<file path="config.mk">
export PLATFORM = sky130hd
export DESIGN_NAME = serial_port_control_csr
export DESIGN_NICKNAME = d
export VERILOG_FILES = /design/src/verilog/axi_lite_word_port.v /design/src/verilog/serial_port_control_csr.v
export VERILOG_INCLUDE_DIRS = /design/src /design/src/verilog
export SDC_FILE = /design/constraint.sdc
export NUM_CORES = 1
export LEC_CHECK = 0
export ABC_AREA = 1
export BUFFER_PORTS_ARGS = -buffer_cell sky130_fd_sc_hd__buf_2
export CAP_MARGIN = 20
export CORE_MARGIN = 1
export CORE_UTILIZATION = 40
export DETAILED_ROUTE_END_ITERATION = 10
export PLACE_DENSITY = 0.81
export SETUP_SLACK_MARGIN = 0.2
export SYNTH_ARGS = -nofsm -noshare
export SYNTH_HDL_FRONTEND = slang
export SYNTH_SLANG_ARGS = --single-unit
</file>
<file path="constraint.sdc">
create_clock -name SYS_CLK -period 1.7 [get_ports SYS_CLK]
set_input_delay 0.17 -clock SYS_CLK [delete_from_list [all_inputs] [get_ports SYS_CLK]]
set_output_delay 0.17 -clock SYS_CLK [all_outputs]
set_load 0.02 [all_outputs]
</file>
<file path="src/verilog/serial_port_control_consts.vh">
`ifndef SERIAL_PORT_CONTROL_CONSTS_VH
`define SERIAL_PORT_CONTROL_CONSTS_VH

// Register map
`define CTRL_REG_OFFSET      12'h000
`define ADDR_LSB_WORD        2

// Field positions
`define HW_LANES_HI          31
`define HW_LANES_LO          30
`define INIT_WIDTH_HI        29
`define INIT_WIDTH_LO        27
`define FORCE_HI             26
`define FORCE_LO             24
`define LINK_OFF_BIT         23
`define TX_PKT_EN_BIT        22
`define RX_PKT_EN_BIT        21
`define ERR_CHK_OFF_BIT      20
`define MCAST_BIT            19
`define RSVD_HI              18
`define RSVD_LO              1
`define PORT_TYPE_BIT        0

// Byte lanes that hold writable fields
`define LANE_FORCE_BYTE      3
`define LANE_CTRL_BYTE       2

// Field codes
`define HW_LANES_ONE         2'h0
`define HW_LANES_FOUR        2'h1
`define INIT_ONE_LANE0       3'h0
`define INIT_ONE_LANE2       3'h1
`define INIT_FOUR            3'h2
`define FORCE_NONE           3'h0
`define FORCE_LANE0          3'h2
`define FORCE_LANE2          3'h3
`define PORT_TYPE_SERIAL     1'h1

// Reset values
`define LINK_OFF_RST         1'h0
`define TX_PKT_EN_RST        1'h1
`define RX_PKT_EN_RST        1'h1
`define ERR_CHK_OFF_RST      1'h0
`define MCAST_RST            1'h0
`define FORCE_RST            3'h0

// AXI responses
`define RESP_OKAY            2'h0
`define RESP_SLVERR          2'h2

`endif

</file>
<file path="src/verilog/axi_lite_word_port.v">
`timescale 1ns/100ps
`include "serial_port_control_consts.vh"

module axi_lite_word_port #(
  parameter ADDR_W = 12
) (
  input  wire              clk,
  input  wire              rst,
  input  wire [ADDR_W-1:0] awaddr,
  input  wire              awvalid,
  output reg               awready,
  input  wire [31:0]       wdata,
  input  wire [3:0]        wstrb,
  input  wire              wvalid,
  output reg               wready,
  output reg  [1:0]        bresp,
  output reg               bvalid,
  input  wire              bready,
  input  wire [ADDR_W-1:0] araddr,
  input  wire              arvalid,
  output reg               arready,
  output reg  [31:0]       rdata,
  output reg  [1:0]        rresp,
  output reg               rvalid,
  input  wire              rready,
  input  wire [31:0]       rd_word,
  output wire              wr_fire,
  output wire [31:0]       wr_data,
  output wire [3:0]        wr_strb
);

  reg              aw_full_reg;
  reg              w_full_reg;
  reg [ADDR_W-1:0] aw_addr_reg;
  reg [31:0]       w_data_reg;
  reg [3:0]        w_strb_reg;
  wire             aw_hit;
  wire             ar_hit;

  localparam [ADDR_W-1:0] REG_ADDR = `CTRL_REG_OFFSET;

  // Only the aligned word of the single register decodes; sub-word bits are ignored
  assign aw_hit  = (aw_addr_reg[ADDR_W-1:`ADDR_LSB_WORD] == REG_ADDR[ADDR_W-1:`ADDR_LSB_WORD]);
  assign ar_hit  = (araddr[ADDR_W-1:`ADDR_LSB_WORD] == REG_ADDR[ADDR_W-1:`ADDR_LSB_WORD]);
  assign wr_fire = aw_full_reg & w_full_reg & ~bvalid & aw_hit;
  assign wr_data = w_data_reg;
  assign wr_strb = w_strb_reg;

  always @(posedge clk or posedge rst) begin
    if (rst) begin
      awready     <= 1'b0;
      wready      <= 1'b0;
      aw_full_reg <= 1'b0;
      w_full_reg  <= 1'b0;
      aw_addr_reg <= {ADDR_W{1'b0}};
      w_data_reg  <= 32'h00000000;
      w_strb_reg  <= 4'h0;
      bvalid      <= 1'b0;
      bresp       <= `RESP_OKAY;
    end else begin
      if (!aw_full_reg && !awready && !bvalid)
        awready <= 1'b1;
      if (!w_full_reg && !wready && !bvalid)
        wready <= 1'b1;
      if (awvalid && awready) begin
        aw_addr_reg <= awaddr;
        aw_full_reg <= 1'b1;
        awready     <= 1'b0;
      end
      if (wvalid && wready) begin
        w_data_reg <= wdata;
        w_strb_reg <= wstrb;
        w_full_reg <= 1'b1;
        wready     <= 1'b0;
      end
      if (aw_full_reg && w_full_reg && !bvalid) begin
        bvalid      <= 1'b1;
        bresp       <= aw_hit ? `RESP_OKAY : `RESP_SLVERR;
        aw_full_reg <= 1'b0;
        w_full_reg  <= 1'b0;
      end
      if (bvalid && bready)
        bvalid <= 1'b0;
    end
  end

  always @(posedge clk or posedge rst) begin
    if (rst) begin
      arready <= 1'b0;
      rvalid  <= 1'b0;
      rdata   <= 32'h00000000;
      rresp   <= `RESP_OKAY;
    end else begin
      if (!arready && !rvalid)
        arready <= 1'b1;
      if (arvalid && arready) begin
        arready <= 1'b0;
        rvalid  <= 1'b1;
        rdata   <= ar_hit ? rd_word : 32'h00000000;
        rresp   <= ar_hit ? `RESP_OKAY : `RESP_SLVERR;
      end
      if (rvalid && rready)
        rvalid <= 1'b0;
    end
  end

endmodule // axi_lite_word_port

</file>
<file path="src/verilog/serial_port_control_csr.v">
// Register access over AXI4-Lite and the register offsets were left to the implementer.
`timescale 1ns/100ps
`include "serial_port_control_consts.vh"

// Operation
// - Hardware lane-count field read-only: 00 single-lane build, 01 four-lane build
// - Initialised-width field reports trained width: 000 lane0, 001 lane2, 010 four
// - Width-override field: 000 none, 010 force lane 0, 011 force lane 2
// - Port disabled: receivers off, drivers send idles only; resets to zero
// - Clearing the disable bit pulses forced re-initialisation of link training
// - While disabled, input buffers are kept empty until the bit clears
// - While disabled, transmit buffer is flushed and stream writes are ignored
// - Output enable low: only maintenance packets issued; resets to one
// - Input enable low: non-maintenance requests get packet-not-accepted; resets to one
// - Error-check-disable bit turns off error checking and recovery; resets zero
// - Multicast forwarding bit is plain storage with no effect; resets zero
// - Bit zero always reads one, marking a serial port
module serial_port_control_csr #(
  parameter FOUR_LANE = 0,
  parameter ADDR_W    = 12
) (
  input  wire              SYS_CLK,
  input  wire              RST,
  input  wire [ADDR_W-1:0] S_AXI_AWADDR,
  input  wire              S_AXI_AWVALID,
  output wire              S_AXI_AWREADY,
  input  wire [31:0]       S_AXI_WDATA,
  input  wire [3:0]        S_AXI_WSTRB,
  input  wire              S_AXI_WVALID,
  output wire              S_AXI_WREADY,
  output wire [1:0]        S_AXI_BRESP,
  output wire              S_AXI_BVALID,
  input  wire              S_AXI_BREADY,
  input  wire [ADDR_W-1:0] S_AXI_ARADDR,
  input  wire              S_AXI_ARVALID,
  output wire              S_AXI_ARREADY,
  output wire [31:0]       S_AXI_RDATA,
  output wire [1:0]        S_AXI_RRESP,
  output wire              S_AXI_RVALID,
  input  wire              S_AXI_RREADY,
  input  wire [2:0]        TRAINED_WIDTH,
  input  wire              RX_REQ_VALID,
  input  wire              RX_REQ_MAINT,
  input  wire              TX_STREAM_VALID,
  input  wire              TX_ISSUE_REQ,
  input  wire              TX_ISSUE_MAINT,
  input  wire              ERR_DETECTED,
  output reg  [2:0]        LANE_WIDTH_FORCE,
  output reg               LINK_OFF,
  output reg               RECEIVER_ENABLE,
  output reg               DRIVER_IDLE_ONLY,
  output reg               FORCE_REINIT,
  output reg               RX_BUF_FLUSH,
  output reg               TX_BUF_FLUSH,
  output reg               TX_STREAM_STORE,
  output reg               TX_PACKET_ENABLE,
  output reg               TX_ISSUE_GRANT,
  output reg               RX_PACKET_ENABLE,
  output reg               RX_REQ_ACCEPT,
  output reg               RX_REQ_NACK,
  output reg               ERROR_CHECK_OFF,
  output reg               ERR_RECOVER
);

  localparam [1:0] HW_LANES   = FOUR_LANE ? `HW_LANES_FOUR : `HW_LANES_ONE;
  localparam [2:0] INIT_RST   = FOUR_LANE ? `INIT_FOUR : `INIT_ONE_LANE0;

  wire        wr_fire;
  wire [31:0] wr_data;
  wire [3:0]  wr_strb;
  wire        force_wr;
  wire        ctrl_wr;
  wire        force_code_ok;
  reg  [31:0] rd_word;
  wire        trained_code_ok;
  wire        link_off_fall;
  wire [2:0]  wr_force_field;
  wire        wr_link_off;
  wire        wr_tx_en;
  wire        wr_rx_en;
  wire        wr_err_off;
  wire        wr_mcast;

  reg  [2:0]  init_width_reg;
  reg  [2:0]  force_reg;
  reg  [2:0]  force_next;
  reg         link_off_reg;
  reg         link_off_next;
  reg         tx_en_reg;
  reg         tx_en_next;
  reg         rx_en_reg;
  reg         rx_en_next;
  reg         err_off_reg;
  reg         err_off_next;
  reg         mcast_reg;
  reg         mcast_next;

  axi_lite_word_port #(
    .ADDR_W (ADDR_W)
  ) bus_port (
    .clk     (SYS_CLK),
    .rst     (RST),
    .awaddr  (S_AXI_AWADDR),
    .awvalid (S_AXI_AWVALID),
    .awready (S_AXI_AWREADY),
    .wdata   (S_AXI_WDATA),
    .wstrb   (S_AXI_WSTRB),
    .wvalid  (S_AXI_WVALID),
    .wready  (S_AXI_WREADY),
    .bresp   (S_AXI_BRESP),
    .bvalid  (S_AXI_BVALID),
    .bready  (S_AXI_BREADY),
    .araddr  (S_AXI_ARADDR),
    .arvalid (S_AXI_ARVALID),
    .arready (S_AXI_ARREADY),
    .rdata   (S_AXI_RDATA),
    .rresp   (S_AXI_RRESP),
    .rvalid  (S_AXI_RVALID),
    .rready  (S_AXI_RREADY),
    .rd_word (rd_word),
    .wr_fire (wr_fire),
    .wr_data (wr_data),
    .wr_strb (wr_strb)
  );

  assign force_wr = wr_fire & wr_strb[`LANE_FORCE_BYTE];
  assign ctrl_wr  = wr_fire & wr_strb[`LANE_CTRL_BYTE];

  // Fields picked out of the write word once, so next-state logic reads them by name
  assign wr_force_field = wr_data[`FORCE_HI:`FORCE_LO];
  assign wr_link_off    = wr_data[`LINK_OFF_BIT];
  assign wr_tx_en       = wr_data[`TX_PKT_EN_BIT];
  assign wr_rx_en       = wr_data[`RX_PKT_EN_BIT];
  assign wr_err_off     = wr_data[`ERR_CHK_OFF_BIT];
  assign wr_mcast       = wr_data[`MCAST_BIT];

  // Reserved override codes would leave training without a defined lane, so they are dropped
  assign force_code_ok = (wr_force_field == `FORCE_NONE) ||
                         (wr_force_field == `FORCE_LANE0) ||
                         (wr_force_field == `FORCE_LANE2);

  always @* begin
    force_next = force_reg;
    if (force_wr && force_code_ok) begin
      force_next = wr_force_field;
    end
  end

  always @* begin
    link_off_next = link_off_reg;
    tx_en_next    = tx_en_reg;
    rx_en_next    = rx_en_reg;
    err_off_next  = err_off_reg;
    mcast_next    = mcast_reg;
    if (ctrl_wr) begin
      link_off_next = wr_link_off;
      tx_en_next    = wr_tx_en;
      rx_en_next    = wr_rx_en;
      err_off_next  = wr_err_off;
      mcast_next    = wr_mcast;
    end
  end

  // The override field sits in its own byte lane, so it keeps its own process
  always @(posedge SYS_CLK or posedge RST) begin
    if (RST) begin
      force_reg <= `FORCE_RST;
    end else begin
      force_reg <= force_next;
    end
  end

  always @(posedge SYS_CLK or posedge RST) begin
    if (RST) begin
      link_off_reg <= `LINK_OFF_RST;
      tx_en_reg    <= `TX_PKT_EN_RST;
      rx_en_reg    <= `RX_PKT_EN_RST;
      err_off_reg  <= `ERR_CHK_OFF_RST;
      mcast_reg    <= `MCAST_RST;
    end else begin
      link_off_reg <= link_off_next;
      tx_en_reg    <= tx_en_next;
      rx_en_reg    <= rx_en_next;
      err_off_reg  <= err_off_next;
      mcast_reg    <= mcast_next;
    end
  end

  // Training may show a reserved code while it settles; the last legal width is kept
  assign trained_code_ok = (TRAINED_WIDTH == `INIT_ONE_LANE0) ||
                           (TRAINED_WIDTH == `INIT_ONE_LANE2) ||
                           (TRAINED_WIDTH == `INIT_FOUR);

  // Trained width follows each legal code from the training logic; reset shows the build's full width
  always @(posedge SYS_CLK or posedge RST) begin
    if (RST) begin
      init_width_reg <= INIT_RST;
    end else begin
      init_width_reg <= trained_code_ok ? TRAINED_WIDTH : init_width_reg;
    end
  end

  always @* begin
    rd_word = 32'h00000000;
    rd_word[`HW_LANES_HI:`HW_LANES_LO]     = HW_LANES;
    rd_word[`INIT_WIDTH_HI:`INIT_WIDTH_LO] = init_width_reg;
    rd_word[`FORCE_HI:`FORCE_LO]           = force_reg;
    rd_word[`LINK_OFF_BIT]                 = link_off_reg;
    rd_word[`TX_PKT_EN_BIT]                = tx_en_reg;
    rd_word[`RX_PKT_EN_BIT]                = rx_en_reg;
    rd_word[`ERR_CHK_OFF_BIT]              = err_off_reg;
    rd_word[`MCAST_BIT]                    = mcast_reg;
    rd_word[`PORT_TYPE_BIT]                = `PORT_TYPE_SERIAL;
  end

  // Link-state levels toward the link logic, one cycle behind the register
  always @(posedge SYS_CLK or posedge RST) begin
    if (RST) begin
      LINK_OFF         <= `LINK_OFF_RST;
      RECEIVER_ENABLE  <= 1'b1;
      DRIVER_IDLE_ONLY <= 1'b0;
      RX_BUF_FLUSH     <= 1'b0;
      TX_BUF_FLUSH     <= 1'b0;
    end else begin
      LINK_OFF         <= link_off_reg;
      RECEIVER_ENABLE  <= ~link_off_reg;
      DRIVER_IDLE_ONLY <= link_off_reg;
      RX_BUF_FLUSH     <= link_off_reg;
      TX_BUF_FLUSH     <= link_off_reg;
    end
  end

  // Field mirrors; the multicast bit has no mirror since nothing may act on it
  always @(posedge SYS_CLK or posedge RST) begin
    if (RST) begin
      LANE_WIDTH_FORCE <= `FORCE_RST;
      TX_PACKET_ENABLE <= `TX_PKT_EN_RST;
      RX_PACKET_ENABLE <= `RX_PKT_EN_RST;
      ERROR_CHECK_OFF  <= `ERR_CHK_OFF_RST;
    end else begin
      LANE_WIDTH_FORCE <= force_reg;
      TX_PACKET_ENABLE <= tx_en_reg;
      RX_PACKET_ENABLE <= rx_en_reg;
      ERROR_CHECK_OFF  <= err_off_reg;
    end
  end

  // A rising edge of the disable bit does not retrain
  assign link_off_fall = link_off_reg & ~link_off_next;

  // One-cycle pulse on the falling edge of the disable bit
  always @(posedge SYS_CLK or posedge RST) begin
    if (RST) begin
      FORCE_REINIT <= 1'b0;
    end else begin
      FORCE_REINIT <= link_off_fall;
    end
  end

  // Transmit gating; decisions appear one cycle after the request
  always @(posedge SYS_CLK or posedge RST) begin
    if (RST) begin
      TX_STREAM_STORE <= 1'b0;
      TX_ISSUE_GRANT  <= 1'b0;
    end else begin
      TX_STREAM_STORE <= TX_STREAM_VALID & ~link_off_reg;
      TX_ISSUE_GRANT  <= TX_ISSUE_REQ & ~link_off_reg &
                         (tx_en_reg | TX_ISSUE_MAINT);
    end
  end

  // Receivers are off while disabled, so nothing is answered at all then
  always @(posedge SYS_CLK or posedge RST) begin
    if (RST) begin
      RX_REQ_ACCEPT <= 1'b0;
      RX_REQ_NACK   <= 1'b0;
    end else begin
      RX_REQ_ACCEPT <= RX_REQ_VALID & ~link_off_reg &
                       (rx_en_reg | RX_REQ_MAINT);
      RX_REQ_NACK   <= RX_REQ_VALID & ~link_off_reg &
                       ~rx_en_reg & ~RX_REQ_MAINT;
    end
  end

  always @(posedge SYS_CLK or posedge RST) begin
    if (RST) begin
      ERR_RECOVER <= 1'b0;
    end else begin
      ERR_RECOVER <= ERR_DETECTED & ~err_off_reg;
    end
  end

endmodule // serial_port_control_csr

</file>
# Yosys cells after proc, flatten, opt, wreduce, memory -nomap -nowiden
# Index checks and enable logic that the tools add are counted.
[classes] n_eq_ne=4 muxes=18 bitwise_logic=22 reduce_logical=35
[op_table] op="30-bit 2-to-1 mux" n=1
[op_table] op="10-bit zero test" n=2
[op_table] op="1-bit 2-to-1 mux" n=15
[op_table] op="1-bit AND" n=14
[op_table] op="2-bit nonzero test" n=7
[op_table] op="1-bit logical AND" n=13
[op_table] op="3-bit by 2-bit equality test with 1-bit output, second input constant" n=3
[op_table] op="1-bit zero test" n=7
[op_table] op="3-bit zero test" n=2
[op_table] op="1-bit inverter" n=6
[op_table] op="1-bit logical OR" n=4
[op_table] op="2-bit 2-to-1 mux" n=2
[op_table] op="3-bit by 1-bit equality test with 1-bit output, second input constant" n=1
[op_table] op="1-bit OR" n=2
[totals] regBits=111 input_bits=76 out_inout_bits=58 wordCells=111

# Depth between registers and ports, before layout
# Gate-level depths: netlist of run 1.
[depth] word_depth=7 mapped_depth=8 mapped_depth_nobuf=8

# Cells and area by module
# A second synthesis of run 1 with hierarchy kept.
[hier_totals] hier_cells=502 area_unflattened_um2=4566.9
[by_module_without_submodules] module="axi_lite_word_port" instances=1 cells_per_inst=424 area_per_inst_um2=3694.8 seq_area_each_um2=2177.1
[by_module_without_submodules] module="serial_port_control_csr" instances=1 cells_per_inst=78 area_per_inst_um2=872.1 seq_area_each_um2=631.9

# Worst setup path before layout of run 1
# No wires, ideal clock.
[synth_timing] kind="reg-to-reg" from="register bus_port.arready" to="register bus_port.rdata[20]" setup_time_ns=0.117 arrival_ns=1.066 path_slack_ns=0.517 stages_incl_launch_ff=9 path_buffers=0 synth_period_minus_slack_ns=1.183 cell_sequence="dfrtp_1 > nand2_2 > inv_2 > nand2_1 > nor2_1 > nand2_1 > clkinv_2 > nand2_1 > nand2_1"
[synth_between] elab_chain_len=1
[synth_rtl] item="start: declaration" line_no="axi_lite_word_port.v:21" source="output reg arready,"
[synth_rtl] item="start signal: assignment" line_no="axi_lite_word_port.v:89" source="arready <= 1'b0;"
[synth_rtl] item="start signal: assignment" line_no="axi_lite_word_port.v:95" source="arready <= 1'b1;"
[synth_rtl] item="start signal: assignment" line_no="axi_lite_word_port.v:97" source="arready <= 1'b0;"
[synth_rtl] item="1-bit logical AND" line_no="axi_lite_word_port.v:96" source="if (arvalid && arready) begin"
[synth_rtl] item="end signal: assignment" line_no="axi_lite_word_port.v:99" source="rdata <= ar_hit ? rd_word : 32'h00000000;"
[synth_rtl] item="end: declaration" line_no="axi_lite_word_port.v:22" source="output reg [31:0] rdata,"
# Every way passes these cells.
# A chain may end at the register's enable or synchronous reset.

# Worst setup path in the final report of run 1
[layout_timing] from="register bus_port.wready" to="register bus_port.w_data_reg[22] (netlist: bus_port.wr_data[22])"
[layout_between] elab_chain_len=1
[layout_rtl] item="start: declaration" line_no="axi_lite_word_port.v:15" source="output reg wready,"
[layout_rtl] item="start signal: assignment" line_no="axi_lite_word_port.v:52" source="wready <= 1'b0;"
[layout_rtl] item="start signal: assignment" line_no="axi_lite_word_port.v:64" source="wready <= 1'b1;"
[layout_rtl] item="start signal: assignment" line_no="axi_lite_word_port.v:74" source="wready <= 1'b0;"
[layout_rtl] item="1-bit logical AND" line_no="axi_lite_word_port.v:70" source="if (wvalid && wready) begin"
[layout_rtl] item="end signal: assignment" line_no="axi_lite_word_port.v:71" source="w_data_reg <= wdata;"
[layout_rtl] item="end: declaration" line_no="axi_lite_word_port.v:35" source="reg [31:0] w_data_reg;"
# Every way passes these cells.

==> results of run 1 <==
metal layers:
metal / GRT usage (%) / wire length (um) / vias to the layer above / part of all wire (%)
met3: 5.14 / 319 / 7 / 6.7
li1: - / - / 989 / -
met4: 7.40 / 91 / 0 / 1.9
met5: 0 / 0 / - / 0
met1: 16.6 / 2060 / 879 / 43
met2: 24.5 / 2280 / 75 / 48
power by group:
group | switching [W] | internal [W]
Sequential | 0.000256 | 0.00199
Combinational | 0.000786 | 0.000426
Clock | 0.000608 | 0.000838
Total | 0.00165 | 0.00326
metrics by stage:
step / hold WS [ps] / total power [W] / cells / area [um2] / utilization [%]
detailed placement: 290 / 0.00350 / 431 / 3090 / 48.3
floorplan: 236 / 0.00318 / 298 / 2750 / -
global route: 3.86 / 0.00525 / 449 / 3330 / 52.1
global placement: 279 / 0.00344 / 431 / 3090 / 48.3
CTS: 2.03 / 0.00498 / 449 / 3330 / 52.1
finish: 15.6 / 0.00491 / 449 / 3330 / 52.1
synthesized netlist by cell type:
cell | number | share of area [%]
sky130_fd_sc_hd__a21oi_1 | 5 | 0.94
sky130_fd_sc_hd__a31oi_1 | 1 | 0.24
sky130_fd_sc_hd__buf_2 | 1 | 0.19
sky130_fd_sc_hd__buf_4 | 25 | 7.0
sky130_fd_sc_hd__clkbuf_1 | 3 | 0.42
sky130_fd_sc_hd__clkinv_1 | 1 | 0.14
sky130_fd_sc_hd__clkinv_2 | 1 | 0.19
sky130_fd_sc_hd__conb_1 | 1 | 0.14
sky130_fd_sc_hd__dfrtp_1 | 61 | 57
sky130_fd_sc_hd__dfstp_2 | 5 | 4.9
sky130_fd_sc_hd__inv_1 | 23 | 3.2
sky130_fd_sc_hd__inv_2 | 2 | 0.28
sky130_fd_sc_hd__nand2_1 | 91 | 13
sky130_fd_sc_hd__nand2_2 | 2 | 0.47
sky130_fd_sc_hd__nand3_2 | 2 | 0.75
sky130_fd_sc_hd__nand3_4 | 1 | 0.66
sky130_fd_sc_hd__nand4_1 | 1 | 0.24
sky130_fd_sc_hd__nor2_1 | 19 | 2.7
sky130_fd_sc_hd__nor2_4 | 1 | 0.42
sky130_fd_sc_hd__nor2_8 | 1 | 0.75
sky130_fd_sc_hd__nor3_1 | 1 | 0.19
sky130_fd_sc_hd__nor3b_1 | 1 | 0.28
sky130_fd_sc_hd__nor4_1 | 1 | 0.24
sky130_fd_sc_hd__o21ai_0 | 18 | 3.4
sky130_fd_sc_hd__o21ai_1 | 6 | 1.1
sky130_fd_sc_hd__o31ai_1 | 2 | 0.56
sky130_fd_sc_hd__or2_4 | 1 | 0.33
worst max-delay path, cell delays in order, from the launching register on:
cell	delay (ps)
sky130_fd_sc_hd__dfrtp_1	420
sky130_fd_sc_hd__nand2_2	110
sky130_fd_sc_hd__clkinv_1	220
sky130_fd_sc_hd__buf_4	250
sky130_fd_sc_hd__nand2_1	50
sky130_fd_sc_hd__o21ai_0	70
path summary, 6_finish.rpt:
check	from	to	slack, ps	depth (start not counted)
setup / recovery	bus_port.wready$_DFFE_PP0P_	bus_port.wr_data[22]$_DFFE_PP0P_	460	5
hold / removal	S_AXI_BREADY	bus_port.bvalid$_DFFE_PP0P_	20	2
setup reg to reg	bus_port.wready$_DFFE_PP0P_	bus_port.wr_data[22]$_DFFE_PP0P_	460	5
hold reg to reg	tx_en_reg$_DFFE_PP1P_	TX_PACKET_ENABLE$_DFF_PP1_	390	0
max in group asynchronous	RST	RX_PACKET_ENABLE$_DFF_PP1_	920	4
min in group asynchronous	RST	bus_port.aw_full_reg$_DFFE_PP0P_	470	4
kinds of logic after synthesis:
logic type / count (synthesis)
simple gates: 122
compound gates: 32
other cells: 1
buf+inv: 56
flops: 66
final cells by class:
type | count | share of cell area [%]
clock buffer | 9 | 3.72
clock inverter | 7 | 3.01
inverter | 27 | 3.19
multi-input combinational | 176 | 23.3
sequential | 66 | 49.8
tap | 77 | 2.89
timing repair buffer | 87 | 14.1
==> flow_results.org, run 1 <==
** Outcome
- Status :: finished, final reports clean

** CTS
- Max Buffers Root-to-Sink :: 2
- The clock tree synthesis step divided the H-tree into 3 levels.
- Clock-pin transition on the worst setup and hold timing paths :: 70 ps
- The root buffer cell chosen for the clock tree is sky130_fd_sc_hd__clkbuf_8.
- Source-to-sink clock delay at the later pin of the worst-skew pair :: between 300 and 400 ps
- Post-CTS Repair Setup Buffers :: 0
- Gates resized during post-CTS repair numbered 0.
- CTS tree :: done
- Clock tree synthesis inserted a total of 9 buffers.
- After clock tree synthesis, the flow added hold-fix buffers numbering 2.
- Total number of clock tree sinks :: 66

** Finish
- Fraction of final layout cells sized beyond drive strength 1 :: 31.7%
- The library cell used most frequently in the layout, excluding fill and tap cells, is sky130_fd_sc_hd__nand2_1.
- Sequential cell area :: approximately 0.0017 mm2
- The repair_antennas step left the layout with diodes totalling 0.
- The multi-input combinational cells in the finished layout cover a total of 777 um2.
- Nets@finish :: 443
- Compared with the post-synthesis result, the final layout area differs by 25.0%.
- The filler cells instantiated in the layout total 579.
- The register with the most flip-flops in the layout has 12 of them.
- In the layout the commonest cells are sky130_fd_sc_hd__nand2_1, sky130_fd_sc_hd__buf_2, sky130_fd_sc_hd__dfrtp_1.

** Global route
- Across every metal layer, demand over resource in global routing totals 14.6%.
- Summed over all layers, the global routing overflow is 0.
- First-pass GRT wire length :: 7970 um
- Pin count of the biggest net entering global routing :: 67
- Via count of the first global-routing pass :: 1,833
- The number of antenna violations at the first check in global routing was 0.

** Routing
- Dividing the detail-routed wire length by the instance count gives ~11 um.
- Remaining antenna violation count :: 0
- In the routed design, unresolved DRC markers number 0.
- After detailed routing, the number of vias per cell comes to 4.34.
- Wires add up to 4750 um.
- DRT Pass-1 Iters :: 4
- Drt first-iter violations :: 66
- Detailed routing inserted a total of roughly 2,000 vias.

** Setup path
- The worst setup path is captured at a register.
- STA classifies the critical path startpoint as a register.
- Data arrival, critical path :: 1460 ps
- The setup path with the least slack is of type reg -> reg.
- Maximum net fanout on the critical path :: 11
- WP data required :: between 1500 and 2000 ps

** Timing
- In the finished design, the share of the clock period the worst path needs comes to approximately three quarters.
- Summed over all failing endpoints, the final setup total negative slack is 0 ps.
- Hold Violations, Final :: 0
- Peak clock frequency supported by timing :: 0.805 GHz
- The count of pins over their slew limit is 0.
- Worst setup margin :: approximately 460 ps
- Counting I/O delays and the setup requirement, the final critical path takes 1240 ps.
- Unrepaired setup endpoints after global routing :: no
- Setup Skew :: 9.03 ps
- Setup violations remaining at the end of the flow were counted as 0.

** Logic synthesis
- Adder-cell share of the synthesized area :: 0%
- Post-synthesis share of cell area spent on xor and xnor gates :: 0%
- Sequential area share after synthesis :: roughly 62%
- Syn Area/Cell :: 9.61 um2
- In this run, synthesis produced a sequential element count of 66.
- In the synthesized netlist, the number of instances is 277.
- Portion of netlist area occupied by mux cells :: 0%
- Compound-Gate Fraction of Synth Area :: 6.25%
- Netlist cell types :: 27
- By area, the combinational part of the netlist is dominated by simple AND/OR/NAND/NOR gates.
- Yosys warns :: 0
- The synthesized netlist devotes 19.8% of its cell area to simple gates.
- After synthesis the cells add up to 0.00266 mm2.

** Placed design
- HPWL after DPL :: around 3400 um
- Before CTS, the worst setup slack after placement is 423 ps.
- At the end of routability-driven placement, the weighted congestion stood at 0.743.
- Port buffer count :: 81

** Power
- Power Dens Cells :: 1470 mW/mm2
- Maximum ir drop on the vdd rail :: 884 uV
- For this design the static power due to leakage is 1.86 nW.

** Floorplanning
- Area of the die :: 0.00699 mm2
- For this design the top-level I/O count stands at 134.
- Starting Density :: 41.7%
- The floorplan step set the die width to about 84 um.
- Site Rows :: 29
- The total area inside the core boundary comes to 0.00639 mm2.
- From bottom edge to top edge, the die measures 83.6 um.

** Flow run
- Number of max-capacitance violations reported :: 0

** Worst hold path
- The tightest min-delay check is of the in -> reg type.
Note: power is estimated with default switching activity, not from simulation.
==> run 2, diff against run 1 <==
- PLACE_DENSITY: 0.81 -> 0.79
- clock period: 1.7 -> 1.3 ns (I/O delays scaled with it)
==> run 2 against run 1 <==
Against the previous run: global-route usage up 2.7 points; power up 39%; final area up 14%; setup slack worse by 410 ps; via count up 11%; maximum frequency down 0.93%; combinational power up 69%; non-clock buffer count up 36; register-to-register slack worse by 410 ps; count of clock-buffer cells in the layout up 3; flip-flop and latch count unchanged; critical path type unchanged.
==> flow_results.org, run 2 (same netlist as run 1, synthesis figures left out) <==
** Setup path
- The arrival time of data at the critical path endpoint was 1490 ps (+30 ps).
- The number of cells traversed by the worst register-to-register path was 6 (+1).
- The worst setup path is of the reg -> reg kind.
- Largest delay share family, worst path :: flip-flops
- Crit. End Element :: register
- STA classifies the critical path startpoint as a register.
- In this run the critical register-to-register path is captured at bus_port.bresp[1]$_DFFE_PP0P_.
- Traced cell by cell, the critical path runs through inv_2 -> nand3_4 -> nor2_4 -> buf_4 -> buf_4 -> a21oi_1.
- Buf/Inv on CP :: 3 (+1)
- The worst register-to-register path begins at bus_port.bvalid$_DFFE_PP0P_.
- Worst reg2reg setup slack :: 50 ps (-410 ps)
- The longest individual stage delay on the worst path was 430 ps (about the same).
- WP data required :: 1540 ps (-370 ps)
- Among the stages of the critical path, the cell type that occurs most often is sky130_fd_sc_hd__buf_4.
- Crit path max-delay cell type :: sky130_fd_sc_hd__dfrtp_2
- The maximum fanout along the worst path was 5 (-6).

** Timing
- The final setup TNS came to 0 ps (unchanged).
- The ratio of final minimum period to clock period came to 96.5% (+23 points).
- The post-layout worst setup margin was 45.9 ps (-412 ps).
- The maximum clock rate came to 0.797 GHz (-0.93%).
- The hold violation count in the final report came to 0 (unchanged).
- The minimum hold slack is 22.8 ps (+7.22 ps).
- The final critical-path required period came to 1250 ps (+11.6 ps).
- The count of pins over their slew limit was 0 (unchanged).
- Setup Skew :: 5.65 ps (-3.37 ps)
- Least-Margin Pin Slew :: roughly 540 ps
- Final setup violation count :: 0 (unchanged)
- Worst slew margin relative to its limit :: 63.8%
- Unrepaired setup endpoints after global routing :: yes

** Routing
- The routed wirelength normalized by instance count came to 11.7 um (+10%).
- Post-route DRC :: 0 (unchanged)
- The violation count after the first detailed-route iteration was 90 (+36%).
- The remaining antenna violation count was 0 (unchanged).
- DR vias :: 2,173 (+11%)
- Wire length after detailed routing :: 5680 um (+20%)
- The number of optimization iterations in the first detailed-route pass is 4 (unchanged).
- The ratio of routed vias to standard cells came to 4.47 (+3.0%).

** CTS
- Max Buffers Root-to-Sink :: 2 (unchanged)
- The total CTS buffers is 9 (unchanged).
- CTS tree :: done
- The maximum level of the CTS H-tree was 3 (unchanged).
- Master cell of the clock root buffer :: sky130_fd_sc_hd__clkbuf_8
- Clock-pin transition on the worst setup and hold timing paths :: 70 ps (about the same)
- Total number of clock tree sinks :: 66 (unchanged)
- The source-to-sink clock delay at the later pin of the worst-skew pair was 340 ps (about the same).

** Finish
- The final antenna diode count is 0 (unchanged).
- The library cell used most frequently in the layout, excluding fill and tap cells, is sky130_fd_sc_hd__nand2_1.
- The total area of multi-input combinational cells came to 870 um2 (+12%).
- The flip-flop count of the largest register after layout came to 12 (unchanged).
- Final standard cell utilization of the core :: 59.6% (+7.5 points)
- Sequential cell area :: 0.00166 mm2 (+0.15%)
- Filler cells :: 523 (-9.7%)
- Nets@finish :: 480 (+8.4%)
- Fraction of final layout cells sized beyond drive strength 1 :: 37.9% (+6.2 points)
- The area growth from synthesis to layout is 43.0%.
- Leading cell types in the layout, fill and taps excluded :: sky130_fd_sc_hd__nand2_1, sky130_fd_sc_hd__buf_2, sky130_fd_sc_hd__dfrtp_1

** Power
- The total power divided by cell area is 1790 mW/mm2 (+21%).
- Post-route total power :: 0.00679 W (+39%)
- Leakage power total :: 2.05 nW (+10%)
- Maximum ir drop on the vdd rail :: 1240 uV (+40%)

** Global route
- Via count of the first global-routing pass :: 2,143 (+17%)
- Total gr overflow :: 0 (unchanged)
- The combined global-route utilization of all metal layers is 17.3% (+2.7 points).
- Number of antenna violations at the first check in global routing :: 0 (unchanged)
- Pin count of the biggest net entering global routing :: 23 (-66%)
- First-pass GRT wire length :: 9430 um (+18%)

** Outcome
- The flow ran to the end, and the final reports show no timing, DRC or antenna violations.

** Floorplanning
- IO Count :: 134 (unchanged)
- X dimension of the die :: 83.6 um (unchanged)
- Area of the placeable core :: 0.00639 mm2 (unchanged)
- The row count is 29 (unchanged).
- Starting Density :: 41.7% (unchanged)
- Die extent in y :: 83.6 um (unchanged)
- The floorplan die area came to 0.00699 mm2 (unchanged).

** Worst hold path
- Worst min-delay path startpoint :: TX_ISSUE_REQ
- Instance count along the most critical hold path :: 3 (+1)
- Worst min-delay path class :: in -> reg
- End of the worst hold path :: TX_ISSUE_GRANT$_DFF_PP0_

** Placed design
- The final RePlAce weighted congestion came to 0.813 (+9.4%).
- The post-DP HPWL was 3590 um (+5.2%).
- Setup WS pre-CTS :: 106 ps (-317 ps)
- Port buffer count :: 81 (unchanged)

** Flow run
- Number of max-capacitance violations reported :: 0 (unchanged)
[run 2: cell count changes in the layout (fill, tap and decap cells not counted), sizes merged]
cell,previous run,this run
buf,85,98
bufinv,2,1
clkbuf,9,12
clkinv,5,3
clkinvlp,1,4
dlygate4sd3,2,25
inv,26,23
nand3,3,4
[run 2: timing repair]
item,4_1_cts,5_1_grt
pin swaps,0,7
gates cloned,0,1
setup endpoints to repair,24,31
buffers inserted,3,8
resized for setup,15,27
hold endpoints to repair,41,1
hold buffers,24,1
[run 2: final cells by class]
| cell class | instances | share of cell area [%] |
|---|---|---|
| sequential | 66 | 43.6 |
| clock inverter | 4 | 1.31 |
| timing repair buffer | 123 | 22.5 |
| multi-input combinational | 177 | 22.8 |
| tap | 77 | 2.53 |
| clock buffer | 12 | 4.08 |
| inverter | 27 | 3.12 |
[run 2: metal layers]
metal	wire (um)	part of all wire [%]	GRT usage [%]
met5	0	0	0
met4	89	1.6	6.47
met3	418	7.4	5.93
met2	2700	48	29.2
met1	2470	43	20.4
[run 2: worst min-delay path: stages]
cell and delay (ps):
sky130_fd_sc_hd__buf_2 90, sky130_fd_sc_hd__o21ai_0 70, sky130_fd_sc_hd__nor2_1 40
[run 2: worst max path at each step]
stage	from	end	slack [ps]	cells after the start
global route	bus_port.bvalid$_DFFE_PP0P_	bus_port.bresp[1]$_DFFE_PP0P_	-20	6
global placement	bus_port.aw_addr_reg[3]$_DFFE_PP0P_	force_reg[0]$_DFFE_PP0P_	120	5
floorplan	bus_port.arready$_DFFE_PP0P_	bus_port.rdata[20]$_DFFE_PP0P_	160	8
detailed placement	bus_port.aw_addr_reg[3]$_DFFE_PP0P_	force_reg[1]$_DFFE_PP0P_	110	5
finish	bus_port.bvalid$_DFFE_PP0P_	bus_port.bresp[1]$_DFFE_PP0P_	50	6
CTS	bus_port.aw_addr_reg[3]$_DFFE_PP0P_	force_reg[1]$_DFFE_PP0P_	100	5
[run 2: per-stage QoR]
step | instances | instance area, um2
after floorplan | 298 | 2760
after global placement | 433 | 3120
after detailed placement | 433 | 3120
after CTS | 476 | 3630
after global routing | 486 | 3810
final | 486 | 3810
[run 2: report_power, final]
group          internal [W]  total, W  leakage, nW  switching (W)
Clock              0.000987   0.00177       0.0986       0.000784
Sequential          0.00261   0.00299        0.830       0.000375
Combinational      0.000859   0.00204         1.13        0.00118
Total               0.00446   0.00679         2.05        0.00234
==> run 3, diff against run 2 <==
- ABC_AREA: 1 -> default
==> run 3 against run 2 <==
Against the previous run: global-route usage up 0.30 points; combinational power up 2%; power up 0.26%; highest routed layer unchanged; register-to-register slack worse by 350 ps; the run now ends with setup timing left; routed wire length down 4.5%; die area down 2.2%; largest cell class unchanged.
==> flow_results.org, run 3 <==
** Setup path
- The signal on the critical path passes through nor4_2 -> and3_4 -> and3_4 -> mux2_4.
- The longest individual stage delay on the worst path is 400 ps (-30 ps).
- Buf/Inv on CP :: 0 (-3)
- Worst Path Class, Setup :: reg -> reg
- In this design, the critical path's most frequently occurring cell is sky130_fd_sc_hd__and3_4.
- Crit. End Element :: register
- On the critical path the largest part of the delay comes from simple AND/OR/NAND/NOR gates.
- Crit path max-delay cell type :: sky130_fd_sc_hd__dfrtp_1
- Data arrival, critical path :: 1830 ps (+340 ps)
- The maximum fanout along the worst path came to 3 (-2).
- Startpoint kind of the worst setup timing path :: register
- The required time at the worst-slack endpoint came to 1520 ps (-20 ps).

** Placed design
- Port buffer count :: 81 (unchanged)
- The final RePlAce weighted congestion came to 0.721 (-11%).
- The post-DP HPWL came to 3520 um (-2.2%).
- The placed standard-cell area is 0.00323 mm2 (+3.5%).

** Floorplanning
- The chip height came to 82.7 um (-1.1%).
- Starting Density :: 41.2% (-0.47 points)
- Area of the placeable core :: 0.00631 mm2 (-1.1%)
- The floorplan die area was 0.00683 mm2 (-2.2%).
- IO Count :: 134 (unchanged)
- X dimension of the die :: 82.7 um (-1.1%)
- The row count was 29 (unchanged).

** Power
- Logic gate share of total power :: 30.7% (+0.7 points)
- The worst supply voltage drop on vdd is 1340 uV (+8.3%).
- The static leakage came to 2.01 nW (-2.3%).
- Share of power burned in the clock network :: 27.4% (+1.3 points)
- The proportion of total power due to net switching was 28.1% (-6.3 points).
- The total power divided by cell area is 1780 mW/mm2 (-0.27%).
- The switching power summed over all nets came to 0.00191 W (-18%).
- The sequential fraction of design power was 42.0% (-2.0 points).
- The design internal power came to 0.00490 W (+9.8%).

** Finish
- Final standard cell utilization of the core :: 60.6% (+1.0 points)
- The library cell used most frequently in the layout, excluding fill and tap cells, is sky130_fd_sc_hd__buf_2.
- Filler cells :: 506 (-3.3%)
- Relative to the synthesized area, the layout overhead comes to 47.0%.
- The flip-flop count of the largest register after layout was 12 (unchanged).
- The total number of nets in the final design is 391 (-19%).
- Leading cell types in the layout, fill and taps excluded :: sky130_fd_sc_hd__buf_2, sky130_fd_sc_hd__dfrtp_1, sky130_fd_sc_hd__mux2_4
- Fraction of final layout cells sized beyond drive strength 1 :: 55.0% (+17 points)
- Antenna Diode Count :: 0 (unchanged)
- The final instance area is 0.00383 mm2 (+0.53%).

** Global route
- M1 GR Usage :: 18.8% (-1.6 points)
- Global routing usage on met3 :: 8.79% (+2.9 points)
- The via count of the first global-routing pass is 1,786 (-17%).
- First-pass GRT wire length :: 8510 um (-9.7%)
- GR Util All Layers :: 17.6% (+0.30 points)
- Number of antenna violations at the first check in global routing :: 0 (unchanged)
- The pin count of the biggest net entering global routing is 67 (+190%).
- Global-route layer with the greatest usage :: met2
- The remaining global-route overflow is 0 (unchanged).
- The global routing met2 resource utilization was 30.7% (+1.5 points).

** CTS
- TritonCTS built the clock tree.
- TritonCTS Buffers :: 9 (unchanged)
- Master cell of the clock root buffer :: sky130_fd_sc_hd__clkbuf_8
- The source-to-sink clock delay at the later pin of the worst-skew pair is 340 ps (about the same).
- H-tree level count :: 3 (unchanged)
- The clock-pin slew on the worst setup and hold paths came to 70 ps (about the same).
- Max Buffers Root-to-Sink :: 2 (unchanged)
- The sink count of the clock tree is 66 (unchanged).

** Routing
- The routed wirelength normalized by instance count came to 13.7 um (+17%).
- The remaining antenna violation count came to 0 (unchanged).
- The number of optimization iterations in the first detailed-route pass came to 4 (unchanged).
- Wire length after detailed routing :: 5430 um (-4.5%)
- The number of vias in the routed layout is 1,818 (-16%).
- Drt first-iter violations :: 32 (-64%)
- The number of remaining DRC errors came to 0 (unchanged).
- Average vias per placed instance :: 4.58 (+2.4%)

** Logic synthesis
- Predominant post-synthesis flop cell :: sky130_fd_sc_hd__dfrtp_1
- sky130_fd_sc_hd__dfrtp_1 is the most common cell in the netlist.
- Post-synthesis cell count :: 187 (-32%)
- Area contributors post-synth :: sky130_fd_sc_hd__dfrtp_1, sky130_fd_sc_hd__mux2_2, sky130_fd_sc_hd__buf_4, sky130_fd_sc_hd__dfstp_2, sky130_fd_sc_hd__a22o_1
- Post-synthesis instance area :: 0.00260 mm2 (-2.3%)
- EDFF count, synth :: 0 (unchanged)
- The portion of the post-synthesis area used by sequential elements came to 63.7% (+1.4 points).
- Area share of the largest cell type after synthesis :: 58.7% (+1.3 points)
- Library cell with the largest summed area after synthesis :: sky130_fd_sc_hd__dfrtp_1
- After synthesis, the most frequently instantiated cells are sky130_fd_sc_hd__dfrtp_1, sky130_fd_sc_hd__buf_4, sky130_fd_sc_hd__mux2_2.
- The warning count from the yosys run is 0 (unchanged).
- The number of unique standard cell types used by synthesis came to 28 (+3.7%).
- The post-synthesis sequential element count was 66 (unchanged).
- Syn Area/Cell :: 13.9 um2 (+45%)
- The share of flip-flops with an asynchronous set or reset was 100% (unchanged).

** Timing
- The maximum clock rate came to 0.622 GHz (-22%).
- Shortest period the worst path allows :: 1610 ps (+354 ps)
- Setup repair after global routing could not meet its margin everywhere.
- Final critical-path share of the clock period :: 124% (+27 points)
- The count of pins over their slew limit was 0 (unchanged).
- Hold Violations, Final :: 0 (unchanged)
- The number of setup violations in the final report came to 10 (+10).
- Worst setup margin :: -308 ps (-354 ps)
- Setup Skew :: 9.64 ps (+3.99 ps)

** Outcome
- The final reports fail on setup timing.
- Status :: finished with violations

** Flow run
- The max-cap check violation count was 0 (unchanged).

** Worst hold path
- Worst min-delay path class :: in -> reg
[run 3: kinds of logic (layout without fill, tap and decap cells)]
| logic type | Yosys count | after routing | share of synthesized area [%] |
|---|---|---|---|
| DFF | 66 | 66 | 63.7 |
| buffers and inverters | 31 | 143 | 8.22 |
| muxes | 30 | 30 | 13.6 |
| other | 1 | 22 | 0.144 |
| AOI/OAI and AO/OA | 20 | 20 | 6.01 |
| and+or+nand+nor | 39 | 39 | 8.37 |
[run 3: worst reg2reg max path: stages (launching register included)]
cell and delay (ps):
sky130_fd_sc_hd__dfrtp_1 400, sky130_fd_sc_hd__nor4_2 330, sky130_fd_sc_hd__and3_4 250, sky130_fd_sc_hd__and3_4 210, sky130_fd_sc_hd__mux2_4 300
[run 3: layer usage]
metal  vias up  part of all wire (%)
met5         -                     0
met4         0                  0.88
met1       874                    40
li1        857                     -
met2        80                    51
met3         7                   8.0
[run 3: layout make-up]
type                       instances  area (um2)  area share [%]
clock inverter                     7        93.8            2.45
sequential                        66        1660            43.4
tap                               77        96.3            2.52
inverter                           2        11.3           0.294
clock buffer                       9         124            3.24
multi-input combinational        111         932            24.4
timing repair buffer             125         907            23.7
[run 3: power by group through the flow]
| stage | sequential (W) | clock [W] | combinational [W] |
|---|---|---|---|
| 4_1_cts | 0.00285 | 0.00192 | 0.00193 |
| 2_1_floorplan | 0.00292 | 0 | 0.00107 |
| 6_report | 0.00286 | 0.00186 | 0.00209 |
| 3_3_place_gp | 0.00284 | 0 | 0.00164 |
| 3_5_place_dp | 0.00288 | 0 | 0.00169 |
| 5_1_grt | 0.00292 | 0.00203 | 0.00225 |
[run 3: stage by stage]
stage               setup TNS [ps]  total power [W]  instances  hold WS, ps  worst slack (ps)
finish                       -2230          0.00681        397         21.4              -308
global route                 -2760          0.00719        397         1.70              -357
CTS                          -2310          0.00670        385        0.341              -325
detailed placement           -1750          0.00457        352          258              -312
global placement             -1490          0.00448        352          249              -271
floorplan                     -987          0.00399        208          201              -206
[run 3: path summary, 6_finish.rpt]
path | cells past startpoint | from | endpoint | slack (ps)
setup / recovery | 4 | bus_port.aw_addr_reg[2]$_DFFE_PP0P_ | force_reg[1]$_DFFE_PP0P_ | -310
hold / removal | 2 | S_AXI_WSTRB[3] | bus_port.wr_strb[3]$_DFFE_PP0P_ | 20
setup reg to reg | 4 | bus_port.aw_addr_reg[2]$_DFFE_PP0P_ | force_reg[1]$_DFFE_PP0P_ | -310
hold reg to reg | 0 | tx_en_reg$_DFFE_PP1P_ | TX_PACKET_ENABLE$_DFF_PP1_ | 390
max in group asynchronous | 4 | RST | tx_en_reg$_DFFE_PP1P_ | 540
min in group asynchronous | 4 | RST | LANE_WIDTH_FORCE[0]$_DFF_PP0_ | 410
[run 3: timing repair]
item,CTS,global route
setup endpoints to repair,42,46
pin swaps,6,5
resized for setup,24,7
hold buffers,8,5
endpoints found under the hold margin,68,5
buffers inserted,8,7
gates cloned,1,0
